<file path="config.mk">
export PLATFORM = sky130hd
export DESIGN_NAME = pcg_top
export DESIGN_NICKNAME = d
export VERILOG_FILES = /design/src/pcg_pkg.sv /design/src/pcg_top.sv /design/src/pcg_clk_div.sv /design/src/pcg_src_commit.sv
export SDC_FILE = /design/constraint.sdc
export NUM_CORES = 1
export LEC_CHECK = 0
export ABC_AREA = 0
export BUFFER_PORTS_ARGS = -buffer_cell sky130_fd_sc_hd__buf_2
export CORE_MARGIN = 2
export CORE_UTILIZATION = 35
export DETAILED_ROUTE_END_ITERATION = 7
export PLACE_DENSITY = 0.54
export SLEW_MARGIN = 20
export SYNTH_ARGS = -nofsm -noshare
export SYNTH_HDL_FRONTEND = slang
export SYNTH_HIERARCHICAL = 1
export SYNTH_SLANG_ARGS = --single-unit
</file>
<file path="constraint.sdc">
create_clock -name hclk -period 8.05 [get_ports hclk]
set_clock_uncertainty 0.15 [all_clocks]
set_input_delay 1.61 -clock hclk [delete_from_list [all_inputs] [get_ports hclk]]
set_output_delay 1.61 -clock hclk [all_outputs]
set_load 0.03 [all_outputs]
</file>
<file path="src/pcg_pkg.sv">
// Purpose: shared constants of the peripheral clock gating block
// Assumes: 32-bit AHB-Lite register access, whole words only
// Notes:   addresses are full byte addresses of each register
package pcg_pkg;
  // register byte addresses
  localparam logic [31:0] ADDR_GATE = 32'h40048080;
  localparam logic [31:0] ADDR_DIV0 = 32'h40048094;
  localparam logic [31:0] ADDR_DIVU = 32'h40048098;
  localparam logic [31:0] ADDR_DIV1 = 32'h4004809C;
  localparam logic [31:0] ADDR_WSEL = 32'h400480D0;
  localparam logic [31:0] ADDR_WUEN = 32'h400480D4;
  // gate register bit positions
  localparam int BIT_FLASH = 4;
  localparam int BIT_I2C   = 5;
  localparam int BIT_GPIO  = 6;
  localparam int BIT_ST0   = 7;
  localparam int BIT_ST1   = 8;
  localparam int BIT_LT0   = 9;
  localparam int BIT_LT1   = 10;
  localparam int BIT_SER0  = 11;
  localparam int BIT_UART  = 12;
  localparam int BIT_ADC   = 13;
  localparam int BIT_WDT   = 15;
  localparam int BIT_PCFG  = 16;
  localparam int BIT_CAN   = 17;
  localparam int BIT_SER1  = 18;
  // gate register reset value and writable bits
  localparam logic [31:0] GATE_RST  = 32'h00000850;
  localparam logic [31:0] GATE_MASK = 32'h0007BFF0;
  // divider and select fields
  localparam int          DIV_W    = 8;
  localparam logic [7:0]  DIV_RST  = 8'h00;
  localparam int          WSEL_W   = 2;
  localparam logic [1:0]  WSEL_RST = 2'h0;
  localparam logic        WUEN_RST = 1'b0;
  // watchdog clock source codes
  localparam logic [1:0]  SRC_RC_OSC = 2'h0;
  localparam logic [1:0]  SRC_MAIN = 2'h1;
  localparam logic [1:0]  SRC_WOSC = 2'h2;
  localparam logic [1:0]  SRC_RSVD = 2'h3;
  // bus answer codes
  localparam logic        RESP_OKAY = 1'b0;
endpackage

</file>
<file path="src/pcg_top.sv">
// Purpose: peripheral clock gates, serial clock dividers and the
//          watchdog clock source select behind an AHB-Lite slave
// Assumes: single whole-word transfers, one clock, zero wait states
// Notes:   gates and divided clocks leave as clock-enable levels and
//          pulses, so every change lands on an hclk edge
//          the commit bit is a plain read-write bit
//
// The AHB-Lite register port was left to the implementer.
`timescale 1ns/10ps

module pcg_top (
  // clock and reset
  input  wire logic        hclk,
  input  wire logic        hresetn,
  // AHB-Lite slave port
  input  wire logic        hsel,
  input  wire logic [31:0] haddr,
  input  wire logic [1:0]  htrans,
  input  wire logic        hwrite,
  input  wire logic [2:0]  hsize,
  input  wire logic [31:0] hwdata,
  input  wire logic        hready,
  output logic             hreadyout,
  output logic             hresp,
  output logic [31:0]      hrdata,
  // peripheral clock gates, high passes the clock
  output logic             flash_array_clock_gate,
  output logic             i2c_clock_gate,
  output logic             gpio_clock_gate,
  output logic             short_timer0_clock_gate,
  output logic             short_timer1_clock_gate,
  output logic             long_timer0_clock_gate,
  output logic             long_timer1_clock_gate,
  output logic             serial_port0_clock_gate,
  output logic             uart_clock_gate,
  output logic             adc_clock_gate,
  output logic             watchdog_clock_gate,
  output logic             pin_config_block_clock_gate,
  output logic             can_clock_gate,
  output logic             serial_port1_clock_gate,
  // divided peripheral clocks as enable pulses
  output logic             serial0_peripheral_clock,
  output logic             uart_peripheral_clock,
  output logic             serial1_peripheral_clock,
  // applied watchdog clock source
  output logic [1:0]       watchdog_source_active,
  output logic             watchdog_source_changed
);

  // every flip-flop of this module lives in one struct, so
  // the whole next state is built in one combinational
  // process and loaded in one clocked process, which keeps
  // the reset values of all fields in one place
  // all software-visible and bus state of this module
  typedef struct packed {
    logic [31:0] gate;     // gate register, writable bits only
    logic [7:0]  div0;     // first serial divider
    logic [7:0]  divu;     // UART divider
    logic [7:0]  div1;     // second serial divider
    logic [1:0]  wsel;     // written watchdog source
    logic        wuen;     // commit bit
    logic        wr_pend;  // write data phase in progress
    logic [31:0] wr_addr;  // address of pending write
    logic [31:0] rdata;    // read data for the data phase
    logic        ready;    // hreadyout
    logic        resp;     // hresp
  } pcg_regs_t;

  // state, its next value and two bus helpers
  pcg_regs_t   st_r;       // registered state
  pcg_regs_t   st_nxt;     // next state
  logic        take;       // transfer taken this cycle
  logic [31:0] rd_word;    // word selected for reading

  // htrans bit 1 covers both NONSEQ and SEQ, and hready
  // keeps us from taking an address phase while another
  // slave stretches its data phase; idle and busy
  // transfers are ignored but still see OKAY and no wait
  // a transfer is taken on a valid address phase
  assign take = hsel && hready && htrans[1];

  // write: the address phase is taken at one edge and held
  // in wr_addr; hwdata arrives in the next cycle and lands in
  // the register at the edge that ends that data phase
  // read: the word is picked at the edge that takes the
  // address phase, so hrdata stands through the data phase
  // and drops back to zero afterwards
  // back-to-back transfers need no wait state either way
  // register file and bus sequencing
  always_comb
  begin
    // defaults: idle answer, no write pending
    st_nxt         = st_r;
    rd_word        = 32'h00000000;
    st_nxt.ready   = 1'b1;
    st_nxt.resp    = pcg_pkg::RESP_OKAY;
    st_nxt.wr_pend = 1'b0;
    // only the writable field of each word is kept; the
    // upper bits of divider and select words are dropped
    // data phase of a write: store hwdata
    if (st_r.wr_pend)
    begin
      unique case (st_r.wr_addr[31:2])
        pcg_pkg::ADDR_GATE[31:2]:
        begin
          st_nxt.gate = hwdata & pcg_pkg::GATE_MASK;
        end
        pcg_pkg::ADDR_DIV0[31:2]:
        begin
          st_nxt.div0 = hwdata[7:0];
        end
        pcg_pkg::ADDR_DIVU[31:2]:
        begin
          st_nxt.divu = hwdata[7:0];
        end
        pcg_pkg::ADDR_DIV1[31:2]:
        begin
          st_nxt.div1 = hwdata[7:0];
        end
        pcg_pkg::ADDR_WSEL[31:2]:
        begin
          // applied later, only by a commit step
          // source code stored only
          st_nxt.wsel = hwdata[1:0];
        end
        pcg_pkg::ADDR_WUEN[31:2]:
        begin
          // zero then one here commits the source
          // single commit bit
          st_nxt.wuen = hwdata[0];
        end
        default:
        begin
          // the bus still sees OKAY and no wait
          // unmapped write is dropped
          st_nxt.wuen = st_nxt.wuen;
        end
      endcase
    end
    // a write taken here overlaps the data phase of an
    // earlier write, which was stored just above
    // address phase: latch writes, prepare reads
    if (take && hwrite)
    begin
      st_nxt.wr_pend = 1'b1;
      st_nxt.wr_addr = haddr;
    end
    // read mux looks at the updated copy, so a
    // read right after a write sees the new value
    // the mux decodes the live address phase
    unique case (haddr[31:2])
      pcg_pkg::ADDR_GATE[31:2]:
      begin
        rd_word = st_nxt.gate & pcg_pkg::GATE_MASK;
      end
      pcg_pkg::ADDR_DIV0[31:2]:
      begin
        // first serial divisor, upper bits zero
        rd_word = {24'h000000, st_nxt.div0};
      end
      pcg_pkg::ADDR_DIVU[31:2]:
      begin
        // UART divisor, upper bits zero
        rd_word = {24'h000000, st_nxt.divu};
      end
      pcg_pkg::ADDR_DIV1[31:2]:
      begin
        // second serial divisor, upper bits zero
        rd_word = {24'h000000, st_nxt.div1};
      end
      pcg_pkg::ADDR_WSEL[31:2]:
      begin
        // written code, not the applied one
        rd_word = {30'h00000000, st_nxt.wsel};
      end
      pcg_pkg::ADDR_WUEN[31:2]:
      begin
        // commit bit as last written
        rd_word = {31'h00000000, st_nxt.wuen};
      end
      default:
      begin
        // unmapped address reads zero
        rd_word = 32'h00000000;
      end
    endcase
    // zero outside a read data phase, so a stale word
    // never lingers on the shared read bus
    // read data valid through the data phase
    if (take && !hwrite)
      st_nxt.rdata = rd_word;
    else
      st_nxt.rdata = 32'h00000000;
  end

  // asynchronous reset loads constants only; every
  // field is named so that reset values stay visible
  // state register, reset values of every field
  always_ff @(posedge hclk or negedge hresetn)
  begin
    if (!hresetn)
    begin
      // first serial gate on at reset
      st_r.gate    <= pcg_pkg::GATE_RST;
      st_r.div0    <= pcg_pkg::DIV_RST;
      st_r.divu    <= pcg_pkg::DIV_RST;
      st_r.div1    <= pcg_pkg::DIV_RST;
      st_r.wsel    <= pcg_pkg::WSEL_RST;
      st_r.wuen    <= pcg_pkg::WUEN_RST;
      // no transfer in flight after reset
      st_r.wr_pend <= 1'b0;
      st_r.wr_addr <= 32'h00000000;
      st_r.rdata   <= 32'h00000000;
      st_r.ready   <= 1'b1;
      st_r.resp    <= pcg_pkg::RESP_OKAY;
    end
    else
    begin
      // load the next state built above
      st_r <= st_nxt;
    end
  end

  // the slave never inserts wait states and never errors,
  // so ready and response are constant flip-flops; they
  // still come from registers to keep outputs glitch free
  // bus answer straight from the registers
  assign hreadyout = st_r.ready;
  assign hresp     = st_r.resp;
  assign hrdata    = st_r.rdata;

  // gate levels drive clock-gate cells outside this block;
  // bits 3:0 and 14 have no output here
  // gate outputs are register bits, so they switch
  // only on an hclk edge and cannot cut a pulse short
  // edge-aligned gate levels
  assign flash_array_clock_gate  = st_r.gate[pcg_pkg::BIT_FLASH];
  assign i2c_clock_gate          = st_r.gate[pcg_pkg::BIT_I2C];
  assign gpio_clock_gate         = st_r.gate[pcg_pkg::BIT_GPIO];
  // short timers on bits 7 and 8, long ones on 9 and 10
  // four timer gates
  assign short_timer0_clock_gate = st_r.gate[pcg_pkg::BIT_ST0];
  assign short_timer1_clock_gate = st_r.gate[pcg_pkg::BIT_ST1];
  assign long_timer0_clock_gate  = st_r.gate[pcg_pkg::BIT_LT0];
  assign long_timer1_clock_gate  = st_r.gate[pcg_pkg::BIT_LT1];
  assign serial_port0_clock_gate = st_r.gate[pcg_pkg::BIT_SER0];
  assign uart_clock_gate         = st_r.gate[pcg_pkg::BIT_UART];
  assign adc_clock_gate          = st_r.gate[pcg_pkg::BIT_ADC];
  assign watchdog_clock_gate     = st_r.gate[pcg_pkg::BIT_WDT];
  assign pin_config_block_clock_gate = st_r.gate[pcg_pkg::BIT_PCFG];
  assign can_clock_gate          = st_r.gate[pcg_pkg::BIT_CAN];
  assign serial_port1_clock_gate = st_r.gate[pcg_pkg::BIT_SER1];

  // each divided clock is a one-cycle enable pulse every n
  // hclk cycles; a new divisor waits for the running period
  // to end, so no period is ever cut short
  // a divisor of one keeps the enable high all the time
  // whole periods only
  pcg_clk_div #(
    .W         (pcg_pkg::DIV_W)
  ) u_div0 (
    .hclk      (hclk),
    .hresetn   (hresetn),
    .div_value (st_r.div0),
    .clk_pulse (serial0_peripheral_clock)
  );

  // UART enable pulse for the baud logic
  // UART clock divider
  pcg_clk_div #(
    .W         (pcg_pkg::DIV_W)
  ) u_divu (
    .hclk      (hclk),
    .hresetn   (hresetn),
    .div_value (st_r.divu),
    .clk_pulse (uart_peripheral_clock)
  );

  // second serial port enable pulse
  // second serial clock divider
  pcg_clk_div #(
    .W         (pcg_pkg::DIV_W)
  ) u_div1 (
    .hclk      (hclk),
    .hresetn   (hresetn),
    .div_value (st_r.div1),
    .clk_pulse (serial1_peripheral_clock)
  );

  // the written code sits in wsel until software steps the
  // commit bit from zero to one; the applied code and a
  // one-cycle change pulse come out of flip-flops one
  // edge after the write data phase ends
  // a reserved code is refused inside the commit module
  // and the source in use stays as it was
  // commit on rising edge of commit bit
  pcg_src_commit u_commit (
    .hclk        (hclk),
    .hresetn     (hresetn),
    .sel_written (st_r.wsel),
    .commit_bit  (st_r.wuen),
    .sel_active  (watchdog_source_active),
    .sel_changed (watchdog_source_changed)
  );

  // hsize is accepted unchecked: only whole words are used
  // and narrower accesses are treated as whole words,
  // so a narrow write stores the whole hwdata word
endmodule // pcg_top

</file>
<file path="src/pcg_clk_div.sv">
// Purpose: divides hclk into a one-cycle clock enable every n cycles
// Assumes: divisor comes from a register on the same clock
// Notes:   a new divisor is taken at a period boundary, or at once while stopped
`timescale 1ns/10ps
module pcg_clk_div #(
  parameter int W = 8
) (
  // clock and reset
  input  wire logic         hclk,
  input  wire logic         hresetn,
  // divisor in, 0 stops the output
  input  wire logic [W-1:0] div_value,
  // divided clock as a clock-enable pulse
  output logic              clk_pulse
);
  typedef struct packed {
    logic [W-1:0] cnt;   // cycles into the period
    logic [W-1:0] cur;   // divisor of the running period
    logic         pulse; // registered output
  } pcg_div_t;
  pcg_div_t st_r;
  pcg_div_t st_nxt;

  // period counter, divisor reloaded at period end or while stopped
  always_comb
  begin
    st_nxt = st_r;
    if (st_r.cur == '0)
    begin
      // stopped: wait for a nonzero divisor
      st_nxt.pulse = 1'b0;
      st_nxt.cnt   = '0;
      st_nxt.cur   = div_value;
    end
    else if (st_r.cnt >= st_r.cur - W'(1))
    begin
      // period complete: one pulse, pick up divisor
      st_nxt.pulse = 1'b1;
      st_nxt.cnt   = '0;
      st_nxt.cur   = div_value;
    end
    else
    begin
      st_nxt.pulse = 1'b0;
      st_nxt.cnt   = st_r.cnt + W'(1);
    end
  end

  // state register
  always_ff @(posedge hclk or negedge hresetn)
  begin
    if (!hresetn)
      st_r <= '0;
    else
      st_r <= st_nxt;
  end

  assign clk_pulse = st_r.pulse;
endmodule // pcg_clk_div

</file>
<file path="src/pcg_src_commit.sv">
// Purpose: holds the applied watchdog clock source
// Assumes: select and commit bit come from registers on hclk
// Notes:   reserved source code is never applied
`timescale 1ns/10ps
module pcg_src_commit (
  // clock and reset
  input  wire logic       hclk,
  input  wire logic       hresetn,
  // software side
  input  wire logic [1:0] sel_written,
  input  wire logic       commit_bit,
  // applied source and one-cycle change pulse
  output logic [1:0]      sel_active,
  output logic            sel_changed
);
  typedef struct packed {
    logic [1:0] act;  // applied source
    logic       prev; // commit bit one cycle ago
    logic       chg;  // change pulse
  } pcg_cmt_t;
  pcg_cmt_t st_r;
  pcg_cmt_t st_nxt;

  // apply on a low-to-high step of the commit bit only
  always_comb
  begin
    st_nxt      = st_r;
    st_nxt.prev = commit_bit;
    st_nxt.chg  = 1'b0;
    if (commit_bit && !st_r.prev && sel_written != pcg_pkg::SRC_RSVD)
    begin
      st_nxt.act = sel_written;
      st_nxt.chg = 1'b1;
    end
  end

  // state register
  always_ff @(posedge hclk or negedge hresetn)
  begin
    if (!hresetn)
      st_r <= '{act: pcg_pkg::WSEL_RST, prev: pcg_pkg::WUEN_RST, chg: 1'b0};
    else
      st_r <= st_nxt;
  end

  assign sel_active  = st_r.act;
  assign sel_changed = st_r.chg;
endmodule // pcg_src_commit

</file>
-- Word level (Yosys, flattened, before mapping)
Cells that the tools add are included.
- reductions and logical operators: 14
- eq/ne operators: 13
- add/subtract/negate cells: 6
- order comparisons: 3
- muxes and demuxes: 23
- operator list (kind ; number):
    $eq A30 B29 Y1 const B ; 12
    $pmux W19 S6 ; 1
    $mux W8 ; 9
    $mux W17 ; 3
    $mux W46 ; 1
    $mux W33 ; 1
    $mux W32 ; 1
    $add A8 B1 Y8 const B ; 3
    $ge A8 B8 Y1 ; 3
    $logic_not A8 Y1 ; 3
    $sub A8 B1 Y8 const B ; 3
    $mux W19 ; 1
    $logic_and A1 B1 Y1 ; 6
    $reduce_bool A2 Y1 ; 3
    $mux W1 ; 5
    $logic_not A1 Y1 ; 2
    $mux W2 ; 1
    $ne A2 B2 Y1 const B ; 1
- flip-flop bits (word level): 161
- logic and storage cells: 80
- bits of input ports: 74
- output and inout port bits: 54

-- Depth between registers and ports, before layout
- depth after elaboration: 5
- mapped depth: 11

-- Hierarchy
The synthesis kept the hierarchy.
- modules (own cells, without submodules) (module ; times used ; cells each ; area an instance (µm²)):
    pcg_top ; 1 ; 360 ; 4060.1
    pcg_clk_div ; 3 ; 89 ; 1027.2
    pcg_src_commit ; 1 ; 12 ; 158.9

-- Worst setup path after synthesis
Ideal clock, no wire load.
- kind: in2reg
- start: in haddr[5]
- end: reg st_r (netlist bit hrdata[1])
- stages: 6
- setup time: 0.086 ns
- slack: 4.393 ns
- data required time: 7.814 ns
- data arrival time: 3.421 ns
- cells stage by stage: or4b_2 nor4_2 nand4_1 nor3_1 nand2_1 o22ai_1
- RTL lines (element ; RTL line ; source):
    from (decl) ; pcg_top.sv:17 ; input wire logic [31:0] haddr,
    to (signal assigned) ; pcg_top.sv:220 ; st_r <= st_nxt;
    to (decl) ; pcg_top.sv:70 ; pcg_regs_t st_r;

==> metrics.csv <==
metric,value,unit
hpwl,11600,microns
worst_hold_slack,0.311,ns
grt_pass1_wl,25900,microns
ant_nets,0,
crit_arrival,4.38,ns
die_area,22000,sq um
yosysSeqAreaShare,49.8,%
switching_power,0.000710,W
p_int,0.00167,W
slew_headroom,41.5,%
p_clk_share,34.3,%
worst_slack,3.82,ns
clk_pin_slew,0.06,ns
period_share,52.5,%
antenna_found_initial,0,
die_x,148,microns
grt.overflow.total,0,
wire_per_inst,15.7,microns
postCtsSetupBuffers,0,
hold_end,u_commit/st_r[1]$_DFF_PN0_,
cts_num_sinks,145,
cp_max_fo,14,
synth_edf_count,0,
fillerInstances,1966,
crit_required,8.21,ns
vias,4939,
ys_types,54,
irDropWorstVdd,0.174,mV
port_buffers,91,
crit_start,haddr[5],
dp_slack,3.37,ns
placementRows,52,
seqPwrFrac,40.2,%
io_pins,128,
cp-end-kind,flip-flop,
reg2regPathDepth,10,
critPathLaunchType,input port,
async_reset_ff_share,100,%
hold_path_class,flip-flop to flip-flop,
finalSetupViolCount,0,
hold_viol_final,0,
die_h,148,microns
post_cts_resize_count,0,
finalWirelength,15700,microns
clk_latency,0.41,ns
worst_pin_slew,0.874,ns
firstDrtPassIters,5,
max_cap_violations,0,
drc,0,
syn_inst,639,
yosysWarnings,6,
critPathTopFamily,simple AND/OR/NAND/NOR gates,
start_util,35.9,%
cts_buffers,17,
syn_area,7300,sq um
core_area,20400,sq um
viasPerCell,4.93,
cts.htree.levels,4,
period_needed,4.23,ns
power.leakage,4.27,nW
p_comb_share,25.5,%
min_from,st_r[67]$_DFF_PN0_,
r2r-end,u_divu/st_r[1]$_DFFE_PN0P_,
grt_start_max_net_pins,86,
grt_pass1_vias,5123,
rsz0062_at_grt,false,
post-route-util,41.5,%
finalSetupTns,0,ns
synth_ff_type,dfrtp_1,
root_buffer,clkbuf_16,
powerDensity,281,nW/um^2
worstSetupPathType,input port to flip-flop,
rr_startpoint,u_divu/st_r[6]$_DFFE_PN0P_,
yosys_register_bits,145,
p_sw_share,29.9,%
critPathSlowestCell,nor4b_4,
syn_area_per_cell,11.4,sq um
drive_above_1_share,29.3,%
maxSlewViolCount,0,
max_stage_delay,0.78,ns
nNetsFinal,825,
gp_congestion,0.829,
outcome,"finished, final reports clean",
crit_chain,buf_2 -> or4b_2 -> nor4_2 -> nand3b_2 -> nor4b_4 -> a222oi_1 -> o22ai_1,
fmax,236,MHz
r2r_slack,4.99,ns
cts_tree,yes,
cts_hold_buf,0,
areaGrowthSynthToFinish,15.8,%
diodes,0,
hold_depth,0,
drtIter0Drc,271,
cp_num_cells,7,
grt_use_total,14.9,%
cts_max_path_buffers,2,
cp.buffers_inverters,1,
## Yosys cell counts (4+ instances only)
cell      number  area, sq um
ha_1          33          413
mux2i_1        7         70.1
a21oi_1        4         20.0
nand4_1        7         43.8
and4_1         6         52.6
and3_1        19          119
nand3_1       21          105
o22ai_1        7         43.8
o21ai_0        7         35.0
nor4_1         8         50.1
nand3b_1       4         30.0
nor3_1         9         45.0
nor2_1        33          124
dfrtp_1      142         3550
a222oi_1       5         50.1
buf_6          4         45.0
xor2_1        24          210
nand2_1      101          379
a22oi_1        4         30.0
buf_4         36          270
a31oi_1        4         25.0
xnor2_1       12          105
clkbuf_1       5         18.8
mux2_4        11          165
nor4b_1        4         35.0
inv_1         22         82.6
mux2_2        47          529
## registers in the layout, summed over array words and instances (netlist names), 2 cells and up
name / cells
u_div0/st_r: 16
hrdata: 18
u_div1/st_r: 16
u_divu/st_r: 16
u_commit/sel_active: 2
st_r: 58
## worst max-delay path by stage
stage,endpoint,slack (ns)
2_1_floorplan,hrdata[1]$_DFF_PN0_,4.39
6_report,hrdata[6]$_DFF_PN0_,3.82
3_3_place_gp,hrdata[6]$_DFF_PN0_,3.48
4_1_cts,hrdata[6]$_DFF_PN0_,3.80
3_5_place_dp,hrdata[6]$_DFF_PN0_,3.37
5_1_grt,hrdata[6]$_DFF_PN0_,3.65
## worst reg2reg max path, stage by stage (launching register included)
cell and delay [ns]:
dfrtp_1 0.41, nor4_1 0.36, and2b_1 0.23, nand2_1 0.08, xnor2_1 0.13, ha_1 0.32
and4_1 0.20, o21ai_0 0.08, o311a_2 0.39, nand2_4 0.21, mux2_2 0.37
## metal layers
metal / wire length [microns] / GRT usage (%) / up-vias
met3: 889 / 4.29 / 7
li1: - / - / 2346
met4: 113 / 3.67 / 0
met5: 0 / 0 / -
met2: 7450 / 24.4 / 126
met1: 7260 / 19.6 / 2460
## layout make-up
type | instances | area [sq um] | area share, %
repair buffers | 94 | 488 | 5.77
clock buffers | 23 | 488 | 5.77
inverters | 22 | 82.6 | 0.977
multi-input cells | 438 | 3300 | 39.0
clock inverters | 9 | 128 | 1.51
well taps | 270 | 338 | 4.00
flip-flops and latches | 145 | 3630 | 43.0
## per-stage QoR
stage | instances | area [sq um] | total power, W
after floorplan | 653 | 7350 | 0.00144
after global placement | 969 | 7830 | 0.00155
after detailed placement | 969 | 7830 | 0.00157
after CTS | 1001 | 8450 | 0.00240
after global routing | 1001 | 8450 | 0.00253
final | 1001 | 8450 | 0.00238
## power groups by stage
stage / logic [W] / clock network, W / registers [W]
2_1_floorplan: 0.000501 / 0 / 0.000937
3_3_place_gp: 0.000581 / 0 / 0.000964
3_5_place_dp: 0.000606 / 0 / 0.000967
4_1_cts: 0.000613 / 0.000836 / 0.000956
5_1_grt: 0.000688 / 0.000871 / 0.000972
6_report: 0.000606 / 0.000815 / 0.000956
## cell families after synthesis
logic type                 after synthesis  share of synthesized area (%)
AOI/OAI and AO/OA                       43                           5.06
xor gates and xnor gates                36                           4.32
adders and majority gates               33                           5.66
buffers and inverters                   70                           5.90
DFF                                    145                           49.8
muxes                                   65                           10.5
other                                    2                          0.103
and+or+nand+nor                        245                           18.7
## placed cells by master, fill, tap and decap left out, types with 7 or more instances in the layout
cell type,instances
xnor2_1,12
o21ai_0,7
conb_1,16
buf_2,90
and3_1,19
nor2_1,33
mux2i_1,7
nand4_1,7
nand3_1,21
nor3_1,9
ha_1,33
mux2_2,47
inv_1,22
mux2_4,11
dfrtp_1,142
nand2_1,101
o22ai_1,7
xor2_1,24
clkbuf_16,17
nor4_1,7
No activity file was read; power rests on OpenSTA's default activity.
